[src/inc/pce_regs.svh]
// offsets, field positions and reset values of the crc engine and its controller
// assumes inclusion by bare name from the design files
`ifndef PCE_REGS_SVH
`define PCE_REGS_SVH

// engine register offsets on the link
`define PCE_DATA_OFS 5'h00
`define PCE_STAT_OFS 5'h04
`define PCE_CTRL_OFS 5'h08
`define PCE_INIT_OFS 5'h10
`define PCE_POLY_OFS 5'h14

// control fields
`define PCE_RESTART_BIT 0
`define PCE_DSIZE_LSB 1
`define PCE_PSIZE_LSB 3
`define PCE_RIN_LSB 5
`define PCE_ROUT_BIT 7

// status fields
`define PCE_DONE_BIT 0
`define PCE_OVF_BIT 1

// reset values
`define PCE_DATA_RST 32'h0FFFFFFF
`define PCE_INIT_RST 32'h0FFFFFFF
`define PCE_POLY_RST 32'h04C11DB7
`define PCE_DSIZE_RST 2'h3

// input reflection codes
`define PCE_RIN_NONE 2'h0
`define PCE_RIN_BYTE 2'h1
`define PCE_RIN_HALF 2'h2
`define PCE_RIN_WORD 2'h3

// polynomial widths and checksum masks
`define PCE_BITS32 32
`define PCE_BITS16 16
`define PCE_BITS8 8
`define PCE_BITS7 7
`define PCE_MASK32 32'hFFFFFFFF
`define PCE_MASK16 32'h0000FFFF
`define PCE_MASK8 32'h000000FF
`define PCE_MASK7 32'h0000007F

// controller wishbone offsets
`define PCE_WB_CMD 8'h00
`define PCE_WB_WDATA 8'h04
`define PCE_WB_RDATA 8'h08
`define PCE_WB_STAT 8'h0C
`define PCE_WB_IST 8'h10
`define PCE_WB_IMASK 8'h14

// controller fields
`define PCE_CMD_WE_BIT 8
`define PCE_IRQ_XFER_BIT 0
`define PCE_IRQ_OVF_BIT 1

`endif

[src/inc/pce_pkg.sv]
// types shared by the crc engine, its controller and the link between them
// assumes nothing of its surroundings
package pce_pkg;
	typedef logic [4:0] pce_addr_t;
	typedef enum logic [1:0] {
		PCE_W32 = 2'h0,
		PCE_W16 = 2'h1,
		PCE_W8 = 2'h2,
		PCE_W7 = 2'h3
	} pce_width_t;
	typedef enum logic [1:0] {
		PCE_H_IDLE = 2'h0,
		PCE_H_POLL = 2'h1,
		PCE_H_ACC = 2'h3
	} pce_hstate_t;
endpackage

[src/inc/pce_if.sv]
// register link between the crc engine and its controller
// assumes both ends share one clock; req is held until ack is seen
`timescale 1ns/1ps
interface pce_if;
	logic req;
	logic we;
	pce_pkg::pce_addr_t addr;
	logic [31:0] wdata;
	logic [31:0] rdata;
	logic ack;
	modport dev(input req, input we, input addr, input wdata, output rdata, output ack);
	modport host(output req, output we, output addr, output wdata, input rdata, input ack);
endinterface

[src/verilog/pce_engine.sv]
// programmable crc engine: registers on the link, byte-serial checksum
// assumes a controller on the link that holds req until it sees ack
//
// Behaviour
// - hold polynomial, seed, width, count, reflection settings
// - width code selects 32/16/8/7 bits
// - one input byte per clock cycle
// - byte count selects bytes zero upward
// - bytes enter least significant first
// - bits of a byte enter msb first
// - input reflection by byte, half-word, word
// - optional bit-reversed checksum readout
// - no final xor applied
// - host configures, then restarts, then sends data
// - restart loads seed, bit clears itself
// - host writes data words back to back
// - host changes count only when done
// - host waits done before a short tail
// - done clears on data write, sets after
// - overflow when word arrives during calculation
// - host reads checksum, applies xor itself
//
// The address map and the Wishbone register port were chosen for this implementation.
`timescale 1ns/1ps
`include "pce_regs.svh"
module pce_engine (
	// clock, reset, enable
	input wire logic clk_i,
	input wire logic rst_i,
	input wire logic ce_i,
	// register link
	pce_if.dev bus,
	// status view
	output logic busy_o,
	output logic done_o,
	output logic ovf_o
);

	logic [31:0] crc;
	logic [31:0] poly;
	logic [31:0] init;
	logic [31:0] word;
	logic [31:0] rdata;
	pce_pkg::pce_width_t psize;
	logic [1:0] dsize;
	logic [1:0] rin;
	logic [1:0] bidx;
	logic rout;
	logic busy;
	logic done;
	logic ovf;
	logic ack;
	logic acc;
	logic wr;
	logic wr_data;
	logic wr_ctrl;
	logic restart;
	logic last_byte;
	logic [7:0] cur_byte;
	pce_pkg::pce_width_t new_psize;

	function automatic logic [31:0] wmask(input pce_pkg::pce_width_t s);
		logic [31:0] m;
		m = `PCE_MASK32;
		unique case (s)
			pce_pkg::PCE_W32: m = `PCE_MASK32;
			pce_pkg::PCE_W16: m = `PCE_MASK16;
			pce_pkg::PCE_W8: m = `PCE_MASK8;
			pce_pkg::PCE_W7: m = `PCE_MASK7;
		endcase
		return m;
	endfunction

	function automatic int wbits(input pce_pkg::pce_width_t s);
		int n;
		n = `PCE_BITS32;
		unique case (s)
			pce_pkg::PCE_W32: n = `PCE_BITS32;
			pce_pkg::PCE_W16: n = `PCE_BITS16;
			pce_pkg::PCE_W8: n = `PCE_BITS8;
			pce_pkg::PCE_W7: n = `PCE_BITS7;
		endcase
		return n;
	endfunction

	// one byte through the divider, msb first, feedback from the width's top bit
	function automatic logic [31:0] step(input logic [31:0] c, input logic [7:0] d,
			input logic [31:0] p, input pce_pkg::pce_width_t s);
		logic [31:0] m;
		logic [31:0] t;
		logic [31:0] r;
		logic fb;
		m = wmask(s);
		t = m ^ (m >> 1);
		r = c & m;
		for (int i = 7; i >= 0; i--) begin
			fb = (|(r & t)) ^ d[i];
			r = ((r << 1) & m) ^ (fb ? (p & m) : 32'h0);
		end
		return r;
	endfunction

	function automatic logic [31:0] input_reflect_mode(input logic [31:0] w, input logic [1:0] mode);
		logic [31:0] r;
		r = w;
		for (int i = 0; i < 32; i++) begin
			unique case (mode)
				`PCE_RIN_NONE: r[i] = w[i];
				`PCE_RIN_BYTE: r[i] = w[(i & ~7) | (7 - (i & 7))];
				`PCE_RIN_HALF: r[i] = w[(i & ~15) | (15 - (i & 15))];
				`PCE_RIN_WORD: r[i] = w[31 - i];
			endcase
		end
		return r;
	endfunction

	// reflection spans only the selected width so the result stays in the low bits
	function automatic logic [31:0] out_view(input logic [31:0] c, input logic en,
			input pce_pkg::pce_width_t s);
		logic [31:0] r;
		int n;
		n = wbits(s);
		r = c & wmask(s);
		if (en) begin
			r = 32'h0;
			for (int i = 0; i < 32; i++) begin
				if (i < n) begin
					r[i] = c[n - 1 - i];
				end
			end
		end
		return r;
	endfunction

	assign acc = bus.req && !ack;
	assign wr = acc && bus.we;
	assign wr_data = wr && (bus.addr == `PCE_DATA_OFS);
	assign wr_ctrl = wr && (bus.addr == `PCE_CTRL_OFS);
	assign restart = wr_ctrl && bus.wdata[`PCE_RESTART_BIT];
	assign new_psize = pce_pkg::pce_width_t'(bus.wdata[`PCE_PSIZE_LSB +: 2]);
	assign cur_byte = 8'(word >> {bidx, 3'h0});
	assign last_byte = (bidx == dsize);

	// link answer: one cycle after the request is seen
	always_ff @(posedge clk_i) begin
		if (rst_i) begin
			ack <= 1'b0;
			rdata <= 32'h0;
		end else if (ce_i) begin
			ack <= acc;
			if (acc && !bus.we) begin
				unique case (bus.addr)
					`PCE_DATA_OFS: rdata <= out_view(crc, rout, psize);
					`PCE_STAT_OFS: begin
						rdata <= 32'h0;
						rdata[`PCE_DONE_BIT] <= done;
						rdata[`PCE_OVF_BIT] <= ovf;
					end
					`PCE_CTRL_OFS: begin
						rdata <= 32'h0;
						rdata[`PCE_ROUT_BIT] <= rout;
						rdata[`PCE_RIN_LSB +: 2] <= rin;
						rdata[`PCE_PSIZE_LSB +: 2] <= psize;
						rdata[`PCE_DSIZE_LSB +: 2] <= dsize;
					end
					`PCE_INIT_OFS: rdata <= init;
					`PCE_POLY_OFS: rdata <= poly;
					default: rdata <= 32'h0;
				endcase
			end
		end
	end

	// configuration
	always_ff @(posedge clk_i) begin
		if (rst_i) begin
			rout <= 1'b0;
			rin <= `PCE_RIN_NONE;
			psize <= pce_pkg::PCE_W32;
			dsize <= `PCE_DSIZE_RST;
			init <= `PCE_INIT_RST;
			poly <= `PCE_POLY_RST;
		end else if (ce_i) begin
			if (wr_ctrl) begin
				rout <= bus.wdata[`PCE_ROUT_BIT];
				rin <= bus.wdata[`PCE_RIN_LSB +: 2];
				psize <= new_psize;
				dsize <= bus.wdata[`PCE_DSIZE_LSB +: 2];
			end
			if (wr && bus.addr == `PCE_INIT_OFS) begin
				init <= bus.wdata;
			end
			if (wr && bus.addr == `PCE_POLY_OFS) begin
				poly <= bus.wdata;
			end
		end
	end

	// running checksum
	always_ff @(posedge clk_i) begin
		if (rst_i) begin
			crc <= `PCE_DATA_RST;
		end else if (ce_i) begin
			if (restart) begin
				crc <= init & wmask(new_psize);
			end else if (busy) begin
				crc <= step(crc, cur_byte, poly, psize);
			end
		end
	end

	// byte sequencer: a new word restarts at byte zero, dropping any unsent bytes
	always_ff @(posedge clk_i) begin
		if (rst_i) begin
			busy <= 1'b0;
			bidx <= 2'h0;
			word <= 32'h0;
		end else if (ce_i) begin
			if (restart) begin
				busy <= 1'b0;
				bidx <= 2'h0;
			end else if (wr_data) begin
				busy <= 1'b1;
				bidx <= 2'h0;
				word <= input_reflect_mode(bus.wdata, rin);
			end else if (busy) begin
				if (last_byte) begin
					busy <= 1'b0;
				end else begin
					bidx <= bidx + 2'h1;
				end
			end
		end
	end

	// done and overflow flags
	always_ff @(posedge clk_i) begin
		if (rst_i) begin
			done <= 1'b0;
			ovf <= 1'b0;
		end else if (ce_i) begin
			if (wr_data) begin
				done <= 1'b0;
			end else if (restart || (busy && last_byte)) begin
				done <= 1'b1;
			end
			if (restart) begin
				ovf <= 1'b0;
			end else if (wr_data && busy && !last_byte) begin
				ovf <= 1'b1;
			end
		end
	end

	assign bus.ack = ack;
	assign bus.rdata = rdata;
	assign busy_o = busy;
	assign done_o = done;
	assign ovf_o = ovf;

endmodule

[src/flat_wrapper.sv]
// flat-port wrapper written by rule: the top's interface ports become plain ports
module pce_engine_flat 
  (clk_i, rst_i, ce_i, busy_o, done_o, ovf_o, bus_req, bus_we, bus_addr, bus_wdata, bus_rdata, bus_ack);
  pce_if bus_i ();
  input wire logic clk_i;
  input wire logic rst_i;
  input wire logic ce_i;
  output logic busy_o;
  output logic done_o;
  output logic ovf_o;
  input wire logic [$bits(bus_i.req)-1:0] bus_req;
  input wire logic [$bits(bus_i.we)-1:0] bus_we;
  input wire logic [$bits(bus_i.addr)-1:0] bus_addr;
  input wire logic [$bits(bus_i.wdata)-1:0] bus_wdata;
  output wire logic [$bits(bus_i.rdata)-1:0] bus_rdata;
  output wire logic [$bits(bus_i.ack)-1:0] bus_ack;
  assign bus_i.req = bus_req;
  assign bus_i.we = bus_we;
  assign bus_i.addr = bus_addr;
  assign bus_i.wdata = bus_wdata;
  assign bus_rdata = bus_i.rdata;
  assign bus_ack = bus_i.ack;
  pce_engine u_core (.clk_i(clk_i), .rst_i(rst_i), .ce_i(ce_i), .bus(bus_i), .busy_o(busy_o), .done_o(done_o), .ovf_o(ovf_o));
endmodule
[config.mk]
export PLATFORM = sky130hd
export DESIGN_NAME = pce_engine_flat
export DESIGN_NICKNAME = d
export VERILOG_FILES = /design/src/inc/pce_pkg.sv /design/src/inc/pce_if.sv /design/src/verilog/pce_engine.sv /design/src/flat_wrapper.sv
export VERILOG_INCLUDE_DIRS = /design/src /design/src/inc
export SDC_FILE = /design/constraint.sdc
export NUM_CORES = 1
export LEC_CHECK = 0
export ABC_AREA = 1
export BUFFER_PORTS_ARGS = -buffer_cell sky130_fd_sc_hd__buf_2
export CORE_UTILIZATION = 40
export DETAILED_ROUTE_END_ITERATION = 16
export GPL_TIMING_DRIVEN = 0
export SYNTH_ARGS = -nofsm -noshare
export SYNTH_HDL_FRONTEND = slang
export SYNTH_SLANG_ARGS = --single-unit
export TNS_END_PERCENT = 100
[constraint.sdc]
create_clock -name clk_i -period 6.18 [get_ports clk_i]
set_input_delay 0.618 -clock clk_i [delete_from_list [all_inputs] [get_ports clk_i]]
set_output_delay 0.618 -clock clk_i [all_outputs]
set_load 0.01 [all_outputs]
======== Yosys cells after proc, flatten, opt, wreduce, memory -nomap -nowiden ========
Cells that the tools add are included.
word-level totals
  register bits after elaboration ......... 173
  bits of input ports ..................... 42
  logic and storage cells ................. 407
cells by class
  add/sub/neg operators ................... 33
  order comparisons ....................... 64
  equality and inequality tests ........... 15
  shift-type cells ........................ 1
  mux-type cells .......................... 202
  bitwise logic cells ..................... 38
  reduce and logical (&&, ||, !) cells .... 40
operators by type and width
  cell                                                         count
  less-than comparator 32 x 7 -> 1 bit, second input constant  32
  two-way mux 32 bit                                           26
  AND 32 bit                                                   20
  less-than comparator 6 x 32 -> 1 bit, first input constant   16
  subtractor 32 x 6 -> 32 bit, second input constant           16
  one-hot mux 32 bit (4 select lines)                          3
  less-than comparator 5 x 32 -> 1 bit, first input constant   8
  OR reduction 32 bit                                          8
  subtractor 32 x 5 -> 32 bit, second input constant           8
  XOR 32 bit                                                   8
  binary-select mux 1 bit (select 5 bit)                       32
  one-hot mux 32 bit (5 select lines)                          1
  less-than comparator 4 x 32 -> 1 bit, first input constant   4
  one-hot mux 1 bit (4 select lines)                           32
  subtractor 32 x 4 -> 32 bit, second input constant           4
  two-way mux 1 bit                                            104
  less-than comparator 3 x 32 -> 1 bit, first input constant   2
  subtractor 32 x 2 -> 32 bit, second input constant           2
  subtractor 32 x 3 -> 32 bit, second input constant           2
  less-than comparator 1 x 32 -> 1 bit, first input constant   1
  less-than comparator 2 x 32 -> 1 bit, first input constant   1
  >> shifter 32 x 5 -> 8 bit                                   1
  XOR 32 x 31 -> 32 bit                                        1
  AND reduction 2 bit                                          7
  19 further kinds                                             54

======== Depth between registers and ports, before layout ========
Gate-level depths: netlist (run 1).
  word-level depth ........................ 51
  gate-level depth with buffers ........... 63
  depth with buffers taken out ............ 61

======== Least setup slack after synthesis (run 1) ========
Ideal clock, no wire load.
  path kind ............................... register to register
  start point ............................. reg u_core.psize[0]
  end point ............................... reg u_core.crc[13]
  arrival ................................. 5843 ps
  required time ........................... 6067 ps
  slack ................................... 224 ps
  stages on the path, launching flop included .. 62
  buffers on the path ..................... 7
  cell sequence ........................... dfxtp_1 inv_1 ha_1 inv_2 nand2_4 nand3_2 nand3_2 nand2_4 nand3_1 o21ai_1 nand2_1 nor2_2 nand2_1 nand2_2 buf_6 nand3b_1 nand2_1 nand2_2 (+26 left out) nand2_1 nand2_2 nor2_4 nand2_2 nand2_4 buf_6 nand3_2 nand2_2 nand2_4 nor2_4 nand2_1 nand2_2 buf_6 nand3_1 nand3_1 nand2_1 nand2_1 nand2_1
on the way
  cells in the longest elaborated chain, start to end .. 49
RTL lines
  element                                              RTL line                            source
  from (decl)                                          pce_engine.sv:44                    pce_pkg::pce_width_t psize;
  from (signal assigned)                               pce_engine.sv:179                   psize <= pce_pkg::PCE_W32;
  from (signal assigned)                               pce_engine.sv:187                   psize <= new_psize;
  equality test 2 bit (tied with other cells)          pce_engine.sv:65                    unique case (s)
  one-hot mux 32 bit (4 select lines) (*)              pce_engine.sv:65
  two-way mux 32 bit (*)                               pce_engine.sv:206                   end else if (busy) begin
  two-way mux 32 bit (*)                               pce_engine.sv:204                   if (restart) begin
  two-way mux 32 bit (*)                               pce_engine.sv:203                   end else if (ce_i) begin
  two-way mux 32 bit (*)                               pce_engine.sv:201                   if (rst_i) begin
  XOR 32 x 31 -> 32 bit or AND 32 bit (tied branches)  pce_engine.sv:94, pce_engine.sv:95
  AND 32 bit                                           pce_engine.sv:97                    fb = (|(r & t)) ^ d[i];
  (+33 left out)                                       -
  XOR 32 bit                                           pce_engine.sv:98                    r = ((r << 1) & m) ^ (fb ? (p & m) : 32'h0);
  AND 32 bit                                           pce_engine.sv:97
  OR reduction 32 bit                                  pce_engine.sv:97
  XOR 1 bit                                            pce_engine.sv:97
  two-way mux 32 bit                                   pce_engine.sv:98
  XOR 32 bit (*)                                       pce_engine.sv:98
  two-way mux 32 bit (*)                               pce_engine.sv:206
  two-way mux 32 bit (*)                               pce_engine.sv:204
  to (signal assigned)                                 pce_engine.sv:202                   crc <= `PCE_DATA_RST;
  to (signal assigned)                                 pce_engine.sv:205                   crc <= init & wmask(new_psize);
  to (signal assigned)                                 pce_engine.sv:207                   crc <= step(crc, cur_byte, poly, psize);
  to (decl)                                            pce_engine.sv:39                    logic [31:0] crc;
Mark *: on every way between the ends. The rest lies on a longest branch, timed or not. The select of a mux whose other input is x is not followed.
A chain may end at the register's enable or synchronous reset.

======== Worst setup path after layout (run 1) ========
  start point ............................. reg u_core.psize[1]
  end point ............................... reg u_core.crc[22]
Same word-level chain as after synthesis.

==> flow_summary.toml, run 1 <==
[run_status]
outcome = "finished with violations"
violations = "negative setup slack"

[placement]
port_buffers = 77
place_ws_ps = -1220
place.gp.congestion = 1.01
place_area_mm2 = 0.0151
dpl.hpwl_mm = 56.2

[setup_path]
cpPeakStageDelay_ps = 410
crit_required_ps = 6580
startpoint_type = "flip-flop"
critPathCaptureType = "flip-flop"
rr_endpoint = "u_core.crc[22]"
r2r_start = "u_core.psize[1]"
rrSetupSlack_ps = -430
worst-path-buf-inv = 31
cp_max_fo = 8
path_class = "reg2reg"
slowest_stage = "dfxtp_4"
cpMostUsedCell = "buf_4"
r2r_cells = 50
arrival_ps = 7010
critPathTopFamily = "buffers and inverters"

[synth]
synth.ff_latch_count = 173
synth_edf_count = 0
ys_types = 43
syn_avg_cell_area_um2 = 6.13
synth_cells = 2313
ys_dominant_reg_cell = "dfxtp_1"
yosysSeqAreaShare_pct = 24.4
ys_async_sr_fraction_pct = 0
yosys_warnings = 0
syn-cell-area_mm2 = 0.0142
synth_fp_nets = 2364

[finish]
finish.instance_area_mm2 = 0.0173
final_layout_size_suffix_gt1_share_pct = 16.3
mostFrequentLayoutCells = "nand2_1, inv_1, o21ai_0, dfxtp_1, a21oi_1"
area_growth_pct = 21.9
layout.nets = 2550
layout_commonest_cell = "nand2_1"

[die]
die_h_um = 190
core_mm2 = 0.0347
num_rows = 68
dieWidth_um = 190
initial_utilization_pct = 40.9
io_pins = 78
die_area_mm2 = 0.0362

[sta]
setup_tns_ps = -10760
timing.fmax_mhz = 151
relSlewSlack_pct = 22.2
setup_violations = 32
clock-skew-final_ps = 14.1
layout_setup_ws_ps = -433
rsz0062_at_grt = "true"
period_needed_ps = 6610
fin_crit_sh_pct = 107
finalHoldViolations = 0
slew_violations = 0
tightest_slew_ps = 1160

[global_routing]
antenna_found_initial = 1
grt_max_degree = 17
grt_pass1_wl_mm = 104
grt_usage_pct = 39.3
grt_pass1_vias = 15700
grt_overflow = 0

[detailed_routing]
ant_nets = 0
drt-initial-drc-count = 1912
via_count = 17100
drcViolationCount = 0
drt_first_pass_iters = 6
avgViaCountPerCell = 5.76
routed_wl_mm = 72.0
wl_per_cell_um = 24.3

[flow_run]
maxCapViolCount = 0

[cts]
tritoncts = "built"
cts_sinks = 173
clk_pin_slew_worst_paths_ps = 80
cts_buffers = 17
clk_latency_ps = 450
cts_max_level = 4
cts.path.max_buffers = 2
root_buffer = "clkbuf_16"

[power_and_ir_drop]
peakVddDrop_uv = 188
power.total_w = 0.00262
power_density_mw_per_mm2 = 151
p_leak_nw = 7.99

[worst_hold_path]
holdPathStages = 2
hold_path_startpoint = "u_core.bus.rdata[23]"
worstHoldEndpoint = "u_core.bus.rdata[23]"
hold_class = "reg2reg"
==> registers in the layout (all words and copies together), names as in the netlist <==
name,cells
u_core.bidx,2
u_core.dsize,2
u_core.word,32
u_core.bus.ack,1
u_core.crc,32
u_core.ovf_o,1
u_core.poly,32
u_core.rout,1
u_core.rin,2
u_core.bus.rdata,32
u_core.done_o,1
u_core.init,32
u_core.busy_o,1
u_core.psize,2
==> how the worst max path moves through the flow <==
| stage | endpoint | slack (ps) | from | cells past startpoint |
|---|---|---|---|---|
| after floorplan | u_core.crc[13] | 220 | u_core.psize[0] | 61 |
| after global placement | u_core.crc[5] | -1060 | u_core.psize[0] | 58 |
| after detailed placement | u_core.crc[21] | -1220 | u_core.psize[0] | 57 |
| after CTS | u_core.crc[13] | -240 | u_core.psize[1] | 62 |
| after global routing | u_core.crc[13] | -860 | u_core.psize[0] | 59 |
| final | u_core.crc[22] | -430 | u_core.psize[1] | 50 |
==> worst register-to-register path, delay by kind of cell (launching register included) <==
kind,cells,cell delay (ps)
XOR/XNOR,6,1070
AO/OA/AOI/OAI,1,150
flip-flops,1,410
AND/OR/NAND/NOR,11,1020
buffers and inverters,31,3740
adder cells (fa/ha/maj),1,180
==> metrics by stage <==
step	hold WS [ps]	std cells	utilization, %
2_1_floorplan	440	2313	-
3_3_place_gp	451	2845	43.6
3_5_place_dp	454	2845	43.6
4_1_cts	468	2961	48.7
5_1_grt	481	2966	49.8
6_report	464	2967	49.8
==> power by group <==
group	switching, W	internal, W
Sequential	0.00000482	0.00112
Combinational	0.000271	0.000147
Clock	0.000516	0.000563
==> routing by layer <==
| metal | wire length (um) | track usage (%) |
|---|---|---|
| met5 | 0 | 0 |
| met4 | 4510 | 22.2 |
| met3 | 6460 | 5.13 |
| met2 | 30700 | 60.2 |
| met1 | 30300 | 53.0 |
==> cells in the mapped netlist, types with 7 or more instances <==
cell / count / area [um^2]
a32oi_1: 7 / 61.3
nand2_1: 684 / 2570
a21oi_1: 123 / 616
nor3_1: 12 / 60.1
a211oi_1: 26 / 195
nand3b_1: 15 / 113
o21ai_0: 197 / 986
o21ai_1: 22 / 110
buf_2: 8 / 40.0
nor2_1: 103 / 387
a221oi_1: 22 / 193
ha_1: 9 / 113
nand2_2: 13 / 81.3
buf_1: 14 / 52.6
clkbuf_1: 109 / 409
or2_2: 7 / 43.8
xor2_1: 69 / 604
inv_1: 256 / 961
inv_2: 7 / 26.3
buf_6: 11 / 124
a31oi_1: 12 / 75.1
o22ai_1: 34 / 213
nand3_1: 149 / 746
o221ai_1: 15 / 131
nand3_2: 8 / 80.1
o211ai_1: 44 / 330
xnor2_1: 115 / 1010
dfxtp_1: 173 / 3460
==> kinds of logic after synthesis <==
logic type      share of synthesized area [%]
xor+xnor                                 11.4
flops                                    24.4
simple gates                             30.0
buf+inv                                  11.8
compound gates                           21.6
fa+ha+maj                               0.794
mux                                    0.0706
==> layout make-up <==
type / instances / area (um^2)
fill: 3724 / 17400
multi-input combinational: 1724 / 9820
sequential: 173 / 3470
timing repair buffer: 168 / 1140
inverter: 269 / 1030
buffer: 146 / 699
tap: 455 / 569
clock buffer: 18 / 429
clock inverter: 13 / 131
antenna: 1 / 2.50
==> timing repair <==
action                     CTS  global route
hold buffers                 0             0
buffers inserted            81             6
setup endpoints to repair   32            32
resized for setup          133            86
hold endpoints to repair     0             0
pin swaps                   81            95
gates cloned                 4             2
(Power assumes the default switching activity.)
==> run 2: changes to the inputs <==
- BUFFER_PORTS_ARGS: -buffer_cell sky130_fd_sc_hd__buf_2 -> unset
- CAP_MARGIN: unset -> 20
- DONT_BUFFER_PORTS: unset -> 1
- SKIP_CTS_REPAIR_TIMING: unset -> 1
==> run 2 against run 1 <==
  * The run still ends with negative setup slack left
  * Total power is 0.86% lower
  * Die area stayed put
  * Clock power is 4% higher
  * Largest power group unchanged
  * Critical path type unchanged
  * Global-route usage is 2.0 points lower
  * Setup slack better by 50 ps
  * Core utilization is 2.9 points lower
  * Non-clock buffer count is 147 lower
==> flow_summary.toml, run 2 (synthesis gave the netlist of run 1 again) <==
[detailed_routing]
routed_wl_mm = 68.8
via_count = 16400
avgViaCountPerCell = 5.82
ant_nets = 0
wl_per_cell_um = 24.4
drt-initial-drc-count = 1856
drt_first_pass_iters = 6
drcViolationCount = 0

[sta]
timing.fmax_mhz = 152
clock-skew-final_ps = 11.2
rsz0062_at_grt = "true"
finalHoldViolations = 0
slew_violations = 0
tightest_slew_ps = 1180
fin_crit_sh_pct = 106
period_needed_ps = 6560
setup_violations = 32
setup_tns_ps = -10290
layout_setup_ws_ps = -383
relSlewSlack_pct = 20.6

[power_and_ir_drop]
p_leak_nw = 7.28
power.total_w = 0.00260
power_density_mw_per_mm2 = 160
peakVddDrop_uv = 227

[die]
die_h_um = 190
core_mm2 = 0.0347
dieWidth_um = 190
num_rows = 68
die_area_mm2 = 0.0362
io_pins = 78
initial_utilization_pct = 40.9

[global_routing]
grt_usage_pct = 37.3
grt_pass1_wl_mm = 98.2
grt_pass1_vias = 14600
grt_max_degree = 20
grt_overflow = 0
antenna_found_initial = 1

[cts]
clk_pin_slew_worst_paths_ps = 80
cts_sinks = 173
tritoncts = "built"
cts.path.max_buffers = 2
clk_latency_ps = 460
cts_max_level = 4
cts_buffers = 17
root_buffer = "clkbuf_16"

[setup_path]
cp_max_fo = 8
cpMostUsedCell = "nand2_2"
arrival_ps = 6950
cpPeakStageDelay_ps = 400
path_class = "reg2reg"
slowest_stage = "dfxtp_4"
startpoint_type = "flip-flop"
crit_required_ps = 6570
critPathCaptureType = "flip-flop"

[run_status]
outcome = "finished with violations"
violations = "negative setup slack"

[placement]
dpl.hpwl_mm = 55.3
place_ws_ps = -1260
place.gp.congestion = 1.04
port_buffers = 0

[finish]
layout_commonest_cell = "nand2_1"
layout.nets = 2403
final_layout_size_suffix_gt1_share_pct = 10.7
area_growth_pct = 14.7
mostFrequentLayoutCells = "nand2_1, inv_1, o21ai_0, dfxtp_1, a21oi_1"

[flow_run]
maxCapViolCount = 0

[worst_hold_path]
hold_class = "in2reg"
run 2: path summary, 6_finish.rpt:
check	start	end	slack (ps)	cells past startpoint
setup / recovery	u_core.psize[1]	u_core.crc[31]	-380	56
hold / removal	bus_wdata[23]	u_core.init[23]	290	2
setup reg to reg	u_core.psize[1]	u_core.crc[31]	-380	56
hold reg to reg	u_core.word[9]	u_core.word[9]	480	2
run 2: through the flow:
step / hold WS (ps) / cell area (um^2) / util, % / instances
final: 291 / 16300 / 46.9 / 2821
after CTS: 293 / 15300 / 44.2 / 2801
after floorplan: 440 / 14200 / - / 2313
after global placement: 462 / 14800 / 42.5 / 2768
after global routing: 290 / 16300 / 46.9 / 2820
after detailed placement: 468 / 14800 / 42.5 / 2769
run 2: area by class of cell:
cell class,instances,area [um^2]
Fill cell,3767,18400
Multi-Input combinational cell,1724,9710
Sequential cell,173,3470
Inverter,269,1030
Buffer,147,703
Tap cell,455,569
Clock buffer,17,425
Timing Repair Buffer,20,200
Clock inverter,15,161
Antenna cell,1,2.50
run 2: layer usage:
metal / vias to the layer above / global-route usage [%] / share of wire (%)
met5: - / 0 / 0.015
met4: 2 / 17.8 / 5.3
met3: 170 / 6.48 / 9.6
met2: 891 / 57.6 / 43
met1: 7737 / 50.1 / 42
li1: 7621 / - / -
run 2: worst max-delay path: cells and delay by family (launching register included):
family                     cells  cell delay, ps
and+or+nand+nor               43            4210
buffers and inverters          9            1020
DFF                            1             400
adders and majority gates      1             310
xor gates and xnor gates       1             260
AOI/OAI and AO/OA              2             260
run 2: where the power goes:
group          switching, W  internal [W]
sequential       0.00000597       0.00112
combinational      0.000233      0.000118
clock              0.000577      0.000546
total              0.000815       0.00178
==> run 3: changes to the inputs <==
- clock period: 6.18 -> 6.9 ns (I/O delays scaled with it)
==> run 3 against run 2 <==
  * The flow now finishes without violations
  * Hold slack better by 71 ps
  * Clock-buffer cell count stayed put
  * Clock skew down 2.4 ps
  * Combinational power down 15%
  * Global-route usage did not move
  * Non-clock buffer count decreased by 2
  * First-iteration DRC count increased by 2.5%
  * Die area unchanged
  * Critical endpoint is now u_core.crc[9]
==> flow_summary.toml, run 3 (synthesis gave the netlist of run 1 again) <==
[detailed_routing]
via_count = 16400
ant_nets = 0
routed_wl_mm = 68.4
drt_first_pass_iters = 8
drcViolationCount = 0
wl_per_cell_um = 24.2
avgViaCountPerCell = 5.83
drt-initial-drc-count = 1902

[setup_path]
arrival_ps = 6920
cp_max_fo = 10
r2r_start = "u_core.psize[0]"
startpoint_type = "flip-flop"
rr_endpoint = "u_core.crc[9]"
cpPeakStageDelay_ps = 380
path_class = "reg2reg"
critPathCaptureType = "flip-flop"
rrSetupSlack_ps = 340
slowest_stage = "dfxtp_4"
r2r_cells = 57
crit_required_ps = 7260

[worst_hold_path]
hold_path_startpoint = "bus_wdata[22]"
holdPathStages = 2
hold_class = "in2reg"
worstHoldEndpoint = "u_core.init[22]"

[global_routing]
antenna_found_initial = 1
grt_max_degree = 20
grt_pass1_wl_mm = 98.2
grt_usage_pct = 37.3
grt_pass1_vias = 14600
grt_overflow = 0

[cts]
root_buffer = "clkbuf_16"
cts_max_level = 4
cts.path.max_buffers = 2
clk_pin_slew_worst_paths_ps = 80
clk_latency_ps = 460
cts_sinks = 173
tritoncts = "built"
cts_buffers = 17

[sta]
fin_crit_sh_pct = 95.0
relSlewSlack_pct = 22.7
clock-skew-final_ps = 8.81
timing.fmax_mhz = 152
finalHoldViolations = 0
tightest_slew_ps = 1150
slew_violations = 0
period_needed_ps = 6560
setup_violations = 0
setup_tns_ps = 0

[finish]
final_layout_size_suffix_gt1_share_pct = 8.72
layout_commonest_cell = "nand2_1"
nFillCells = 3786
area_growth_pct = 12.7
layout.nets = 2401
finish.instance_area_mm2 = 0.0160
regArea_mm2 = 0.00347
mostFrequentLayoutCells = "nand2_1, inv_1, o21ai_0, dfxtp_1, a21oi_1"
multi_input_area_mm2 = 0.00948

[die]
core_mm2 = 0.0347
die_area_mm2 = 0.0362
dieWidth_um = 190
num_rows = 68
io_pins = 78
initial_utilization_pct = 40.9
die_h_um = 190

[power_and_ir_drop]
power.total_w = 0.00231
power_density_mw_per_mm2 = 145
p_leak_nw = 7.14
peakVddDrop_uv = 203

[flow_run]
maxCapViolCount = 0

[placement]
port_buffers = 0
dpl.hpwl_mm = 55.3
place_area_mm2 = 0.0148
place.gp.congestion = 1.04

[run_status]
outcome = "completed"
[run 3: cell types whose count changed in the layout (fill, tap and decap cells not counted), sizes merged]
cell | previous run | this run
buf | 57 | 56
clkbuf | 127 | 126
[run 3: per-layer routing]
layer | track usage, % | vias to the layer above | wire length (um)
met2 | 57.6 | 917 | 29300
li1 | - | 7623 | -
met3 | 6.48 | 183 | 6520
met4 | 17.8 | 2 | 3750
met5 | 0 | - | 10
met1 | 50.1 | 7699 | 28800
[run 3: area by class of cell]
cell class              instances  share of cell area [%]
clock buffers                  17                    2.66
diodes                          1                  0.0157
well taps                     455                    3.56
repair buffers                 18                   0.932
flip-flops and latches        173                    21.7
clock inverters                15                    1.01
plain buffers                 147                    4.35
multi-input cells            1724                    59.3
inverters                     269                    6.44
[run 3: power by group]
group          switching [W]  internal [W]
clock network       0.000517      0.000489
registers         0.00000536       0.00100
logic               0.000200     0.0000986
[run 3: worst max path at each step]
stage / to / start / cells past startpoint
2_1_floorplan: u_core.crc[13] / u_core.psize[0] / 61
3_3_place_gp: u_core.crc[25] / u_core.psize[0] / 57
3_5_place_dp: u_core.crc[22] / u_core.psize[0] / 57
4_1_cts: u_core.crc[22] / u_core.psize[0] / 57
5_1_grt: u_core.crc[16] / u_core.psize[0] / 58
6_report: u_core.crc[9] / u_core.psize[0] / 57
[run 3: stage by stage]
step / setup WS [ps] / cells / utilization, % / hold WS [ps]
after floorplan: 944 / 2313 / - / 440
after CTS: -553 / 2801 / 44.2 / 365
after global routing: -153 / 2818 / 46.0 / 362
final: 342 / 2819 / 46.0 / 362
after global placement: -396 / 2768 / 42.5 / 462
after detailed placement: -541 / 2769 / 42.5 / 468
[run 3: critical path, delay by kind of cell, from the launching register on]
kind / cells / cell delay (ps)
AND/OR/NAND/NOR: 42 / 3760
flip-flops: 1 / 380
buffers and inverters: 11 / 1560
XOR/XNOR: 1 / 190
adder cells (fa/ha/maj): 1 / 200
AO/OA/AOI/OAI: 2 / 370
